==> src/pmtc_pkg.sv <==
// package: register map, fields, reset values, timing for power mode control
package pmtc_pkg;
  localparam logic [7:0] ADDR_CUR_WAKE  = 8'h60;
  localparam logic [7:0] ADDR_ACC_CLR   = 8'h62;
  localparam logic [7:0] ADDR_CUR_SLEEP = 8'h64;
  localparam logic [7:0] ADDR_VP_WAKE   = 8'h68;
  localparam logic [7:0] ADDR_CELL_SLP  = 8'h6C;
  localparam logic [7:0] ADDR_STORAGE   = 8'h70;
  localparam logic [7:0] ADDR_TRIP_CTRL = 8'h76;
  localparam logic [7:0] ADDR_OP_MODE   = 8'h7A;
  localparam logic [7:0] ADDR_SMB_ADDR  = 8'h80;
  localparam logic [7:0] ADDR_CURR_CTRL = 8'h42;
  localparam logic [7:0] ADDR_CONV_STEP = 8'h04;
  localparam logic [7:0] EE_WORK_FIRST  = 8'h20;
  localparam logic [7:0] EE_WORK_LAST   = 8'h7F;
  localparam logic [7:0] EE_CAL_LAST    = 8'h84;
  // operation mode fields
  localparam int OM_SAMPLE_SLEEP_ENABLE   = 7;
  localparam int OM_DIV_HI = 5;
  localparam int OM_DIV_LO = 3;
  localparam int OM_STORE  = 2;
  localparam int OM_PORF   = 1;
  localparam int OM_SREI   = 0;
  localparam logic [7:0] OM_WMASK = 8'hBF;
  // threshold control fields
  localparam int TC_CWAKE  = 7;
  localparam int TC_CSLEEP = 6;
  localparam int TC_VPWAKE = 5;
  localparam int TC_C1SLP  = 4;
  localparam int TC_C2SLP  = 3;
  localparam int TC_STORE  = 2;
  localparam int TC_OVR    = 0;
  localparam logic [7:0] TC_WMASK = 8'hFC;
  // reset / default values
  localparam logic [7:0]  RST_BYTE  = 8'h00;
  localparam logic [15:0] RST_WORD  = 16'h0000;
  localparam logic [7:0]  DEF_SMB   = 8'h16;
  localparam logic [7:0]  DEF_CONV [8] = '{8'h70, 8'h29, 8'h2A, 8'h2B,
                                          8'h24, 8'h25, 8'h76, 8'h06};
  localparam logic [7:0]  DEF_SMB_REG = {DEF_SMB[6:0], 1'b0};
  // timing
  localparam int  CLK_HZ        = 20_000_000;
  localparam real HALF_SEC_S    = 0.5;
  localparam int  HALF_SEC_CYC  = int'(HALF_SEC_S * CLK_HZ);
  localparam int  EXP_W         = 3;
  localparam int  MAG_W         = 15;

  typedef enum logic [3:0] {
    PM_RESET = 4'b0001,
    PM_INIT  = 4'b0010,
    PM_RUN   = 4'b0100,
    PM_STORE = 4'b1000
  } pmtc_state_t;

  typedef struct packed {
    logic        valid;
    logic [1:0]  sel;   // 0 current,1 pack,2 cell1,3 cell2
    logic [15:0] value;
    logic        over;
  } pmtc_result_t;

  typedef struct packed {
    logic       we;
    logic [7:0] addr;
    logic [7:0] wdata;
  } pmtc_wr_t;
endpackage

==> src/pmtc_top.sv <==
// power-mode, threshold and initialization control
`timescale 1ns/100ps
module pmtc_top
  import pmtc_pkg::*;
(
  input  wire logic               i_mclk,
  input  wire logic               i_nrst,
  input  wire logic               i_supply_ok,
  input  wire logic               i_scl,
  input  wire logic               i_sda,
  input  wire logic               i_smb_stop,
  input  wire pmtc_pkg::pmtc_wr_t i_wr,
  input  wire logic [7:0]         i_rd_addr,
  output logic [7:0]              o_rd_data,
  input  wire pmtc_pkg::pmtc_result_t i_result,
  input  wire logic               i_sample_mode,
  input  wire logic [pmtc_pkg::EXP_W-1:0] i_sample_interval_exponent,
  output logic [7:0]              o_ee_addr,
  output logic                    o_ee_rd,
  input  wire logic [7:0]         i_ee_data,
  output logic [7:0]              o_accumulator_clear_bits,
  output logic                    o_sample_sleep,
  output logic                    o_low_power_osc_en,
  output logic                    o_storage_sleep,
  output logic                    o_convert_tick,
  output logic                    o_init_busy,
  output logic [7:0]              o_smb_addr,
  output logic [63:0]             o_conv_ctrl
);
  import pmtc_pkg::*;

  pmtc_state_t state_ff;
  logic [1:0]  sup_sync_ff, scl_sync_ff, sda_sync_ff;
  logic [15:0] thr_ff [5];
  logic [7:0]  acc_clr_ff, trip_ff, opm_ff, smb_ff;
  logic [7:0]  conv_ff [8];
  logic [7:0]  ee_addr_ff;
  logic        ee_wait_ff;
  logic        stop_seen_ff;
  logic [39:0] tick_cnt_ff;
  logic [7:0]  rd_ff;
  logic        host_we;
  logic        load_we;
  logic [7:0]  w_addr, w_data;
  logic        enter_ss, leave_ss, enter_store;

  // magnitude comparison, sign dropped
  function automatic logic mag_gt(input logic [15:0] a, input logic [15:0] b);
    return a[MAG_W-1:0] > b[MAG_W-1:0];
  endfunction

  // synchronise pins and supply level
  always_ff @(posedge i_mclk or negedge i_nrst) begin
    if (!i_nrst) begin
      sup_sync_ff <= 2'h0;
      scl_sync_ff <= 2'h3;
      sda_sync_ff <= 2'h3;
    end else begin
      sup_sync_ff <= {sup_sync_ff[0], i_supply_ok};
      scl_sync_ff <= {scl_sync_ff[0], i_scl};
      sda_sync_ff <= {sda_sync_ff[0], i_sda};
    end
  end

  // power sequence
  always_ff @(posedge i_mclk or negedge i_nrst) begin
    if (!i_nrst) begin
      state_ff <= PM_RESET;
    end else begin
      unique case (state_ff)
        PM_RESET: begin
          if (sup_sync_ff[1]) state_ff <= PM_INIT;
        end
        PM_INIT: begin
          if (!sup_sync_ff[1]) state_ff <= PM_RESET;
          else if (ee_wait_ff && ee_addr_ff == EE_CAL_LAST)
            state_ff <= PM_RUN;
        end
        PM_RUN: begin
          if (!sup_sync_ff[1]) state_ff <= PM_RESET;
          else if (host_we && w_addr == ADDR_OP_MODE && w_data[OM_SREI])
            state_ff <= PM_INIT;
          else if (enter_store) state_ff <= PM_STORE;
        end
        PM_STORE: begin
          // volatile contents lost; wake re-initializes
          if (!sup_sync_ff[1]) state_ff <= PM_RESET;
          else if (scl_sync_ff[1] && sda_sync_ff[1]) state_ff <= PM_INIT;
        end
        default: state_ff <= PM_RESET;
      endcase
    end
  end

  // stored-copy read walk, one byte every two cycles
  always_ff @(posedge i_mclk or negedge i_nrst) begin
    if (!i_nrst) begin
      ee_addr_ff <= EE_WORK_FIRST;
      ee_wait_ff <= 1'b0;
    end else if (state_ff != PM_INIT) begin
      ee_addr_ff <= EE_WORK_FIRST;
      ee_wait_ff <= 1'b0;
    end else if (!ee_wait_ff) begin
      ee_wait_ff <= 1'b1;
    end else begin
      ee_wait_ff <= 1'b0;
      ee_addr_ff <= ee_addr_ff + 8'h01;
    end
  end

  assign load_we = (state_ff == PM_INIT) && ee_wait_ff;
  assign host_we = i_wr.we && (state_ff == PM_RUN);
  assign w_addr  = load_we ? ee_addr_ff : i_wr.addr;
  assign w_data  = load_we ? i_ee_data : i_wr.wdata;

  // stop then both lines low arms storage entry
  always_ff @(posedge i_mclk or negedge i_nrst) begin
    if (!i_nrst) begin
      stop_seen_ff <= 1'b0;
    end else if (state_ff != PM_RUN) begin
      stop_seen_ff <= 1'b0;
    end else if (i_smb_stop) begin
      stop_seen_ff <= 1'b1;
    end
  end

  // trip decisions on each result update
  always_comb begin
    enter_ss = 1'b0;
    leave_ss = 1'b0;
    if (i_result.valid) begin
      unique case (i_result.sel)
        2'd0: begin
          leave_ss = trip_ff[TC_CWAKE] &&
                     mag_gt(i_result.value, thr_ff[0]);
          enter_ss = trip_ff[TC_CSLEEP] &&
                     mag_gt(thr_ff[1], i_result.value);
        end
        2'd1: begin
          leave_ss = trip_ff[TC_VPWAKE] &&
                     mag_gt(i_result.value, thr_ff[2]);
        end
        2'd2: enter_ss = trip_ff[TC_C1SLP] &&
                         mag_gt(thr_ff[3], i_result.value);
        2'd3: enter_ss = trip_ff[TC_C2SLP] &&
                         mag_gt(thr_ff[3], i_result.value);
      endcase
    end
  end

  logic store_req_ff;
  always_ff @(posedge i_mclk or negedge i_nrst) begin
    if (!i_nrst) begin
      store_req_ff <= 1'b0;
    end else if (state_ff != PM_RUN) begin
      store_req_ff <= 1'b0;
    end else if (i_result.valid && i_result.sel == 2'd1 &&
                 trip_ff[TC_STORE] &&
                 mag_gt(thr_ff[4], i_result.value)) begin
      store_req_ff <= 1'b1;
    end
  end

  assign enter_store = (opm_ff[OM_STORE] || store_req_ff) && stop_seen_ff &&
                       !scl_sync_ff[1] && !sda_sync_ff[1];

  // thresholds: low byte at even offset, high byte next
  for (genvar g = 0; g < 5; g++) begin : g_thr
    localparam logic [7:0] BASE = (g == 4) ? ADDR_STORAGE :
                                  ADDR_CUR_WAKE + 8'(g * 4);
    always_ff @(posedge i_mclk or negedge i_nrst) begin
      if (!i_nrst) begin
        thr_ff[g] <= RST_WORD;
      end else if (state_ff == PM_RESET) begin
        thr_ff[g] <= RST_WORD;
      end else if (host_we || load_we) begin
        if (w_addr == BASE) thr_ff[g][7:0] <= w_data;
        else if (w_addr == BASE + 8'h01) thr_ff[g][15:8] <= w_data;
      end
    end
  end

  // conversion control registers
  for (genvar c = 0; c < 8; c++) begin : g_conv
    always_ff @(posedge i_mclk or negedge i_nrst) begin
      if (!i_nrst) begin
        conv_ff[c] <= DEF_CONV[c];
      end else if ((host_we || load_we) &&
                   w_addr == ADDR_CURR_CTRL + 8'(c * 4)) begin
        conv_ff[c] <= w_data;
      end
    end
    assign o_conv_ctrl[c*8 +: 8] = conv_ff[c];
  end

  // accumulator clear: pulse then self-clear
  always_ff @(posedge i_mclk or negedge i_nrst) begin
    if (!i_nrst) begin
      acc_clr_ff <= RST_BYTE;
    end else if ((host_we || load_we) && w_addr == ADDR_ACC_CLR) begin
      acc_clr_ff <= w_data;
    end else begin
      acc_clr_ff <= RST_BYTE;
    end
  end

  // threshold control; overrange set wins over host clear
  always_ff @(posedge i_mclk or negedge i_nrst) begin
    if (!i_nrst) begin
      trip_ff <= RST_BYTE;
    end else begin
      if ((host_we || load_we) && w_addr == ADDR_TRIP_CTRL)
        trip_ff <= (w_data & TC_WMASK) | (w_data & (8'h01 << TC_OVR));
      if (i_result.valid && i_result.over)
        trip_ff[TC_OVR] <= 1'b1;
    end
  end

  // operation mode
  always_ff @(posedge i_mclk or negedge i_nrst) begin
    if (!i_nrst) begin
      opm_ff <= RST_BYTE;
    end else if (state_ff == PM_RESET) begin
      opm_ff <= 8'h01 << OM_PORF;
    end else begin
      if ((host_we || load_we) && w_addr == ADDR_OP_MODE) begin
        opm_ff <= (w_data & OM_WMASK) & ~(8'h01 << OM_SREI);
        if (load_we || w_data[OM_PORF]) opm_ff[OM_PORF] <= opm_ff[OM_PORF];
      end
      if (enter_ss) opm_ff[OM_SAMPLE_SLEEP_ENABLE] <= 1'b1;
      else if (leave_ss) opm_ff[OM_SAMPLE_SLEEP_ENABLE] <= 1'b0;
    end
  end

  // slave address register
  always_ff @(posedge i_mclk or negedge i_nrst) begin
    if (!i_nrst) begin
      smb_ff <= DEF_SMB_REG;
    end else if (load_we && w_addr == ADDR_SMB_ADDR) begin
      smb_ff <= w_data;
    end
  end

  // conversion interval timer, wide enough for both exponents at seven
  logic [39:0] interval;
  always_comb begin
    interval = 40'(HALF_SEC_CYC) << i_sample_interval_exponent;
    if (opm_ff[OM_SAMPLE_SLEEP_ENABLE])
      interval = interval << opm_ff[OM_DIV_HI:OM_DIV_LO];
  end

  always_ff @(posedge i_mclk or negedge i_nrst) begin
    if (!i_nrst) begin
      tick_cnt_ff <= 40'h0;
    end else if (state_ff != PM_RUN ||
                 !(i_sample_mode || opm_ff[OM_SAMPLE_SLEEP_ENABLE])) begin
      tick_cnt_ff <= 40'h0;
    end else if (tick_cnt_ff >= interval - 40'h1) begin
      tick_cnt_ff <= 40'h0;
    end else begin
      tick_cnt_ff <= tick_cnt_ff + 40'h1;
    end
  end

  assign o_convert_tick = (state_ff == PM_RUN) &&
    (!(i_sample_mode || opm_ff[OM_SAMPLE_SLEEP_ENABLE]) || tick_cnt_ff == 40'h0);

  // register read port
  always_ff @(posedge i_mclk or negedge i_nrst) begin
    if (!i_nrst) begin
      rd_ff <= RST_BYTE;
    end else begin
      rd_ff <= RST_BYTE;
      for (int k = 0; k < 5; k++) begin
        if (i_rd_addr == ((k == 4) ? ADDR_STORAGE : ADDR_CUR_WAKE + 8'(k * 4)))
          rd_ff <= thr_ff[k][7:0];
        if (i_rd_addr == ((k == 4) ? ADDR_STORAGE : ADDR_CUR_WAKE + 8'(k * 4))
            + 8'h01)
          rd_ff <= thr_ff[k][15:8];
      end
      for (int k = 0; k < 8; k++)
        if (i_rd_addr == ADDR_CURR_CTRL + 8'(k * 4)) rd_ff <= conv_ff[k];
      if (i_rd_addr == ADDR_ACC_CLR)   rd_ff <= acc_clr_ff;
      if (i_rd_addr == ADDR_TRIP_CTRL) rd_ff <= trip_ff;
      if (i_rd_addr == ADDR_OP_MODE)   rd_ff <= opm_ff;
      if (i_rd_addr == ADDR_SMB_ADDR)  rd_ff <= smb_ff;
    end
  end

  assign o_rd_data                = rd_ff;
  assign o_ee_addr                = ee_addr_ff;
  assign o_ee_rd                  = (state_ff == PM_INIT) && !ee_wait_ff;
  assign o_accumulator_clear_bits = acc_clr_ff;
  assign o_sample_sleep           = opm_ff[OM_SAMPLE_SLEEP_ENABLE];
  assign o_low_power_osc_en       = opm_ff[OM_SAMPLE_SLEEP_ENABLE];
  assign o_storage_sleep          = (state_ff == PM_STORE);
  assign o_init_busy              = (state_ff != PM_RUN) &&
                                    (state_ff != PM_STORE);
  assign o_smb_addr               = smb_ff;
endmodule // pmtc_top

==> config.mk <==
export PLATFORM = sky130hd
export DESIGN_NAME = pmtc_top
export DESIGN_NICKNAME = d
export VERILOG_FILES = /design/src/pmtc_pkg.sv /design/src/pmtc_top.sv
export SDC_FILE = /design/constraint.sdc
export NUM_CORES = 1
export LEC_CHECK = 0
export BUFFER_PORTS_ARGS = -buffer_cell sky130_fd_sc_hd__clkbuf_2
export CAP_MARGIN = 15
export CORE_MARGIN = 8
export CORE_UTILIZATION = 25
export CTS_BUF_LIST = sky130_fd_sc_hd__clkbuf_8
export CTS_CLUSTER_SIZE = 8
export DETAILED_ROUTE_END_ITERATION = 16
export PLACE_DENSITY = 0.38
export SLEW_MARGIN = 20
export SYNTH_ARGS = -nofsm -noshare
export SYNTH_HDL_FRONTEND = slang
export SYNTH_SLANG_ARGS = --single-unit
export TNS_END_PERCENT = 50
==> constraint.sdc <==
create_clock -name i_mclk -period 9.9 [get_ports i_mclk]
set_input_delay 1.98 -clock i_mclk [delete_from_list [all_inputs] [get_ports i_mclk]]
set_output_delay 1.98 -clock i_mclk [all_outputs]
set_load 0.01 [all_outputs]
==> impl_metrics.ini, run 1 <==
[clocking]
cts_max_level = 2
path_clk_slew_ns = 0.06
cts_hold_buf = 0
ctsResizeCount = 0
cts_buffer_depth = 3
clkLatencyLatePin_ns = 0.65
cts_root_buffer = clkbuf_8
clkSinkCount = 242
cts_made_buffers = 51
cts_tree = yes
postCtsSetupRepairBufs = 0

[worst_setup_path]
cp_max_fo = 18
crit_family = simple AND/OR/NAND/NOR gates
worstSetupEndpointType = flip-flop
cp.required_ns = 10.38
crit_arrival_ns = 7.20
cp_cell_sequence = clkbuf_2 > inv_1 > ha_1 > or2_2 > and2_1 > mux4_2 > a222oi_1 > nand4b_1 > or3_1 > nand2b_1 > xnor2_1 > ha_1 > nand4_1 > nor3_1 > o21ai_0 > o211a_1 > o221ai_2 > a41o_1 > nor2_1
path_class = in -> reg
path_buf_inv = 2
cp_slowest_cell = a41o_1
startpoint_type = input pin
slowest_delay_ns = 0.63
path_common_cell = ha_1

[floorplanning]
pin_count = 165
rows = 93
die-area_um2 = 73600
fp.dieW_um = 271
fp.dieH_um = 271
initial_core_util = 0.253
core_area_um2 = 64500

[final_layout]
final_util = 0.297
fillers = 6923
layout_commonest_cell = nor2_1
multiInputGateArea_um2 = 9550
drive_gt1_frac = 0.174
mostFrequentLayoutCells = nor2_1 (243), dfrtp_1 (208), nand2_1 (167)
instances_no_fill = 2901
area_delta_synth_final_pct = 17.4
nNetsFinal = 2184
regArea_um2 = 6100
final_cell_area_um2 = 19100

[route]
drtAntennaViolNets = 0
vias_per_cell = 5.14
drc_errors = 0
wl_per_cell_um = 23.5
routed-via-count = 14900
initialDrtViolationCount = 1054
finalWirelength_mm = 68.3
dr.pass1.iters = 5

[sta]
setup_tns_ns = 0
final-hold-violation-count = 0
slew_violations = 0
period_share = 0.679
fin_crit_ns = 6.72
rsz0062_at_grt = no
slew_headroom = 0.355
worst_pin_slew_ns = 0.967
setup_slack_ns = 3.18
fmax_ghz = 0.149
setup_viol = 0
finClkSkew_ns = 0.0528

[placement]
dp.cells = 2803
routabilityCongestion = 0.873
numPortBuffers = 163
dpl_cell_area_um2 = 18100
place_hpwl_mm = 51.1
pre_cts_ws_ns = 2.36

[yosys]
synth_cell_types = 87
synthArstFlopShare = 1.00
syn_area_um2 = 16300
synth_top_area_frac = 0.319
synthCells = 1864
yosysTopAreaCell = dfrtp_1
yosys-top-cells-area = dfrtp_1 (32%), ha_1 (9.2%), nor2_1 (5.6%)
synth_edf_count = 0
syn_avg_cell_area_um2 = 8.74
synth_seq_area_share = 0.374
yosysWarnings = 0
synth_flop_cell = dfrtp_1
ys_ff_latch = 242

[power]
switching_power_mw = 0.830
power_density_nw_per_um2 = 135
p_leak_nw = 8.45
p_seq_frac = 0.399
p_sw_frac = 0.321
clkPwrFrac = 0.439
peakVddDrop_v = 0.000109
p_int_mw = 1.75
combPwrFrac = 0.162

[global_routing]
antenna_found_initial = 3
grt_usage = 0.179
grt_max_degree = 95
grt_pass1_vias = 14800
overflow = 0
grt_pass1_wl_mm = 101

[worst_hold_path]
hp-class = reg -> reg

[flow_run]
drv_cap = 0

[outcome]
status = completed
==> cells by family after synthesis <==
logic type | after synthesis | synth area share
AO/OA/AOI/OAI | 471 | 0.191
XOR/XNOR | 65 | 0.0349
adder cells (fa/ha/maj) | 120 | 0.0921
buffers and inverters | 181 | 0.0440
flip-flops | 242 | 0.374
multiplexers | 68 | 0.0497
other | 1 | 0.000230
AND/OR/NAND/NOR | 716 | 0.214
==> layout make-up <==
| type | count | area share |
|---|---|---|
| diodes | 3 | 0.000392 |
| clock buffers | 64 | 0.0460 |
| clock inverters | 31 | 0.0103 |
| inverters | 74 | 0.0145 |
| multi-input cells | 1442 | 0.499 |
| flip-flops and latches | 242 | 0.319 |
| well taps | 855 | 0.0559 |
| repair buffers | 190 | 0.0550 |
==> stage by stage <==
| stage | hold slack [ns] | total power, mW |
|---|---|---|
| after floorplan | 0.331 | 1.29 |
| after global placement | 0.345 | 1.47 |
| after detailed placement | 0.347 | 1.47 |
| after CTS | 0.330 | 2.63 |
| after global routing | 0.343 | 2.71 |
| final | 0.321 | 2.58 |
==> sequential cells by signal, summed over array words and instances, names as in the netlist <==
| name | cells |
|---|---|
| o_smb_addr | 8 |
| opm_ff | 6 |
| o_accumulator_clear_bits | 8 |
| sda_sync_ff | 2 |
| trip_ff | 7 |
| tick_cnt_ff | 40 |
| thr_ff | 80 |
| sup_sync_ff | 2 |
| stop_seen_ff | 1 |
| state_ff | 4 |
| o_conv_ctrl | 64 |
| o_rd_data | 8 |
| ee_wait_ff | 1 |
| o_ee_addr | 8 |
| scl_sync_ff | 2 |
| store_req_ff | 1 |
==> worst paths after layout <==
kind                                               startpoint         endpoint  slack (ns)  cells past startpoint
worst max register to register                      opm_ff[7]  tick_cnt_ff[11]        4.06                     16
worst min-delay path                           sup_sync_ff[0]   sup_sync_ff[1]        0.32                      0
worst max-delay path            i_sample_interval_exponent[0]  tick_cnt_ff[11]        3.18                     19
worst min register to register                 sup_sync_ff[0]   sup_sync_ff[1]        0.32                      0
max in group asynchronous                              i_nrst       thr_ff[19]        7.18                      2
min in group asynchronous                              i_nrst  tick_cnt_ff[30]        1.34                      1
==> worst register-to-register path: stages, from the launching register on <==
cell	delay, ns
dfrtp_1	0.32
buf_4	0.41
clkinv_1	0.49
nor2_1	0.80
a311oi_1	0.30
or4_1	0.66
or3_1	0.48
nand2b_1	0.19
xnor2_1	0.15
ha_1	0.32
nand4_1	0.12
nor3_1	0.21
o21ai_0	0.14
o211a_1	0.15
o221ai_2	0.20
a41o_1	0.63
nor2_1	0.13
==> synthesized netlist by cell type, types with 23 or more instances <==
master / count
nor2_1: 243
nand4_1: 42
dfrtp_1: 208
nand3_1: 49
ha_1: 120
a211oi_1: 74
nand2_1: 167
clkbuf_1: 74
nor2b_1: 26
dfstp_2: 34
inv_1: 72
a21o_1: 23
o21ai_0: 102
nor3_1: 55
mux2i_1: 48
xor2_1: 45
a21oi_1: 108
==> power groups by stage <==
stage / registers, mW / logic (mW) / clock network (mW)
floorplan: 1.03 / 0.255 / 0
global placement: 1.05 / 0.417 / 0
detailed placement: 1.05 / 0.423 / 0
CTS: 1.03 / 0.425 / 1.18
global route: 1.03 / 0.456 / 1.22
finish: 1.03 / 0.419 / 1.13
==> per-layer routing <==
metal	track usage	vias up	share of wire
met3	0.0273	105	0.043
met5	0	-	0
met1	0.220	7340	0.42
li1	-	7100	-
met2	0.313	373	0.50
met4	0.0719	0	0.040
No activity file was read; power rests on OpenSTA's default activity.
==> run 2, diff against run 1 <==
==> constraint.sdc (replaced) <==
create_clock -name i_mclk -period 6.31 [get_ports i_mclk]
set_input_delay 1.262 -clock i_mclk [delete_from_list [all_inputs] [get_ports i_mclk]]
set_output_delay 1.262 -clock i_mclk [all_outputs]
set_load 0.01 [all_outputs]
==> run 2 against run 1 <==
Total power grew 50%; critical path depth grew 1; sequential power grew 57%; core utilization shrank 0.070 points; cell count grew 0.17%; global-route usage is essentially flat; non-clock buffer count grew 13; hold slack gained 0.033 ns; routed wire length shrank 0.27%; clock-buffer cell count shrank 4; sequential cell count is the same; design area shrank 0.24%; largest cell class unchanged.
==> impl_metrics.ini, run 2 (synthesis results as in run 1) <==
[power]
p_leak_nw = 8.45
peakVddDrop_v = 0.000174
power_density_nw_per_um2 = 203

[sta]
final-hold-violation-count = 0
fin_crit_ns = 5.46
slew_headroom = 0.257
setup_tns_ns = 0
setup_viol = 0
slew_violations = 0
hold-worst-slack_ns = 0.354
period_share = 0.865
worst_pin_slew_ns = 1.09
fmax_ghz = 0.183
finClkSkew_ns = 0.0399
rsz0062_at_grt = no

[flow_run]
drv_cap = 0

[clocking]
clkSinkCount = 242
path_clk_slew_ns = 0.05
cts_max_level = 2
cts_tree = yes
ctsResizeCount = 0
postCtsSetupRepairBufs = 0
clkLatencyLatePin_ns = 0.64
cts_buffer_depth = 3
cts_hold_buf = 0
cts_made_buffers = 48
cts_root_buffer = clkbuf_8

[route]
drtAntennaViolNets = 0
routed-via-count = 14900
vias_per_cell = 5.11
finalWirelength_mm = 68.1
initialDrtViolationCount = 1127
wl_per_cell_um = 23.4
dr.pass1.iters = 7
drc_errors = 0

[final_layout]
mostFrequentLayoutCells = nor2_1 (243), dfrtp_1 (208), nand2_1 (167)
area_delta_synth_final_pct = 17.2
layout_commonest_cell = nor2_1
fillers = 6985
instances_no_fill = 2906
largest_register_ffs = 80
nNetsFinal = 2194
top_register = thr_ff
drive_gt1_frac = 0.175

[placement]
place_hpwl_mm = 51.6
numPortBuffers = 163
routabilityCongestion = 0.873
dp.cells = 2815

[global_routing]
antenna_found_initial = 2
grt_pass1_wl_mm = 101
overflow = 0
grt_usage = 0.179
grt_pass1_vias = 14800
grt_max_degree = 145

[worst_setup_path]
crit_arrival_ns = 5.95
r2r-end = tick_cnt_ff[36]
path_class = in -> reg
r2r_slack_ns = 1.30
cp.required_ns = 6.80
startpoint_type = input pin
cp_max_fo = 13
reg2regPathDepth = 18
worstSetupEndpointType = flip-flop
timing.rr.start = opm_ff[3]

[floorplanning]
die-area_um2 = 73600
fp.dieH_um = 271
initial_core_util = 0.253
pin_count = 165
rows = 93
fp.dieW_um = 271
core_area_um2 = 64500

[worst_hold_path]
hold_path_depth = 0
hp-class = reg -> reg
hold_end = sda_sync_ff[1]
hp-start = sda_sync_ff[0]

[outcome]
status = completed
[run 2: cell count changes in the layout (fill, tap and decap cells not counted), sizes merged]
| cell | change |
|---|---|
| buf | +12 |
| clkinv | -4 |
| clkbuf | -3 |
| inv | +3 |
| bufinv | -2 |
| diode | -1 |
[run 2: report_power, final]
group,switching [mW],internal (mW),total (mW)
registers,0.0398,1.58,1.62
logic,0.481,0.178,0.659
clock network,0.740,0.852,1.59
total,1.26,2.61,3.87
[run 2: critical path: stages]
cell,delay [ns]
clkbuf_2,0.16
inv_1,0.16
ha_1,0.48
mux2i_1,0.34
o211ai_1,0.14
nand3_1,0.14
o211ai_1,0.18
or4_1,0.63
or3_1,0.47
nand2b_1,0.18
xnor2_1,0.14
ha_1,0.30
nand4_1,0.12
nor3_1,0.21
o21ai_0,0.15
o211a_1,0.17
o221ai_2,0.23
a41o_1,0.16
buf_4,0.22
nor2_1,0.07
[run 2: routing by layer]
metal / vias to the layer above / track usage / wire length (um)
li1: 7105 / - / -
met5: - / 0 / 0
met4: 0 / 0.0551 / 1990
met1: 7333 / 0.226 / 29600
met2: 322 / 0.316 / 34300
met3: 91 / 0.0234 / 2200
[run 2: final cells by class]
class	instances	area, um^2	share of cell area
timing repair buffer	203	1140	0.0600
multi-input combinational	1442	9550	0.500
inverter	74	278	0.0145
sequential	242	6100	0.319
antenna	2	5.00	0.000262
clock inverter	28	118	0.00616
clock buffer	60	826	0.0433
tap	855	1070	0.0560
[run 2: how the worst max path moves through the flow]
stage,slack (ns),start,endpoint,cells past startpoint
finish,0.85,i_sample_interval_exponent[1],tick_cnt_ff[36],20
global route,0.49,i_sample_interval_exponent[1],tick_cnt_ff[36],20
CTS,0.87,i_sample_interval_exponent[1],tick_cnt_ff[36],19
detailed placement,0.21,i_sample_interval_exponent[1],tick_cnt_ff[31],19
global placement,0.24,i_sample_interval_exponent[1],tick_cnt_ff[32],19
floorplan,0.63,i_sample_interval_exponent[0],tick_cnt_ff[20],20
[run 2: per-stage QoR]
stage          area (um^2)  worst slack (ns)  power, mW   util
5_1_grt              19100             0.493       4.06  0.296
3_5_place_dp         18100             0.208       2.30  0.281
2_1_floorplan        16300             0.628       2.02      -
6_report             19100             0.849       3.87  0.296
3_3_place_gp         18100             0.244       2.30  0.281
4_1_cts              19100             0.874       3.94  0.296
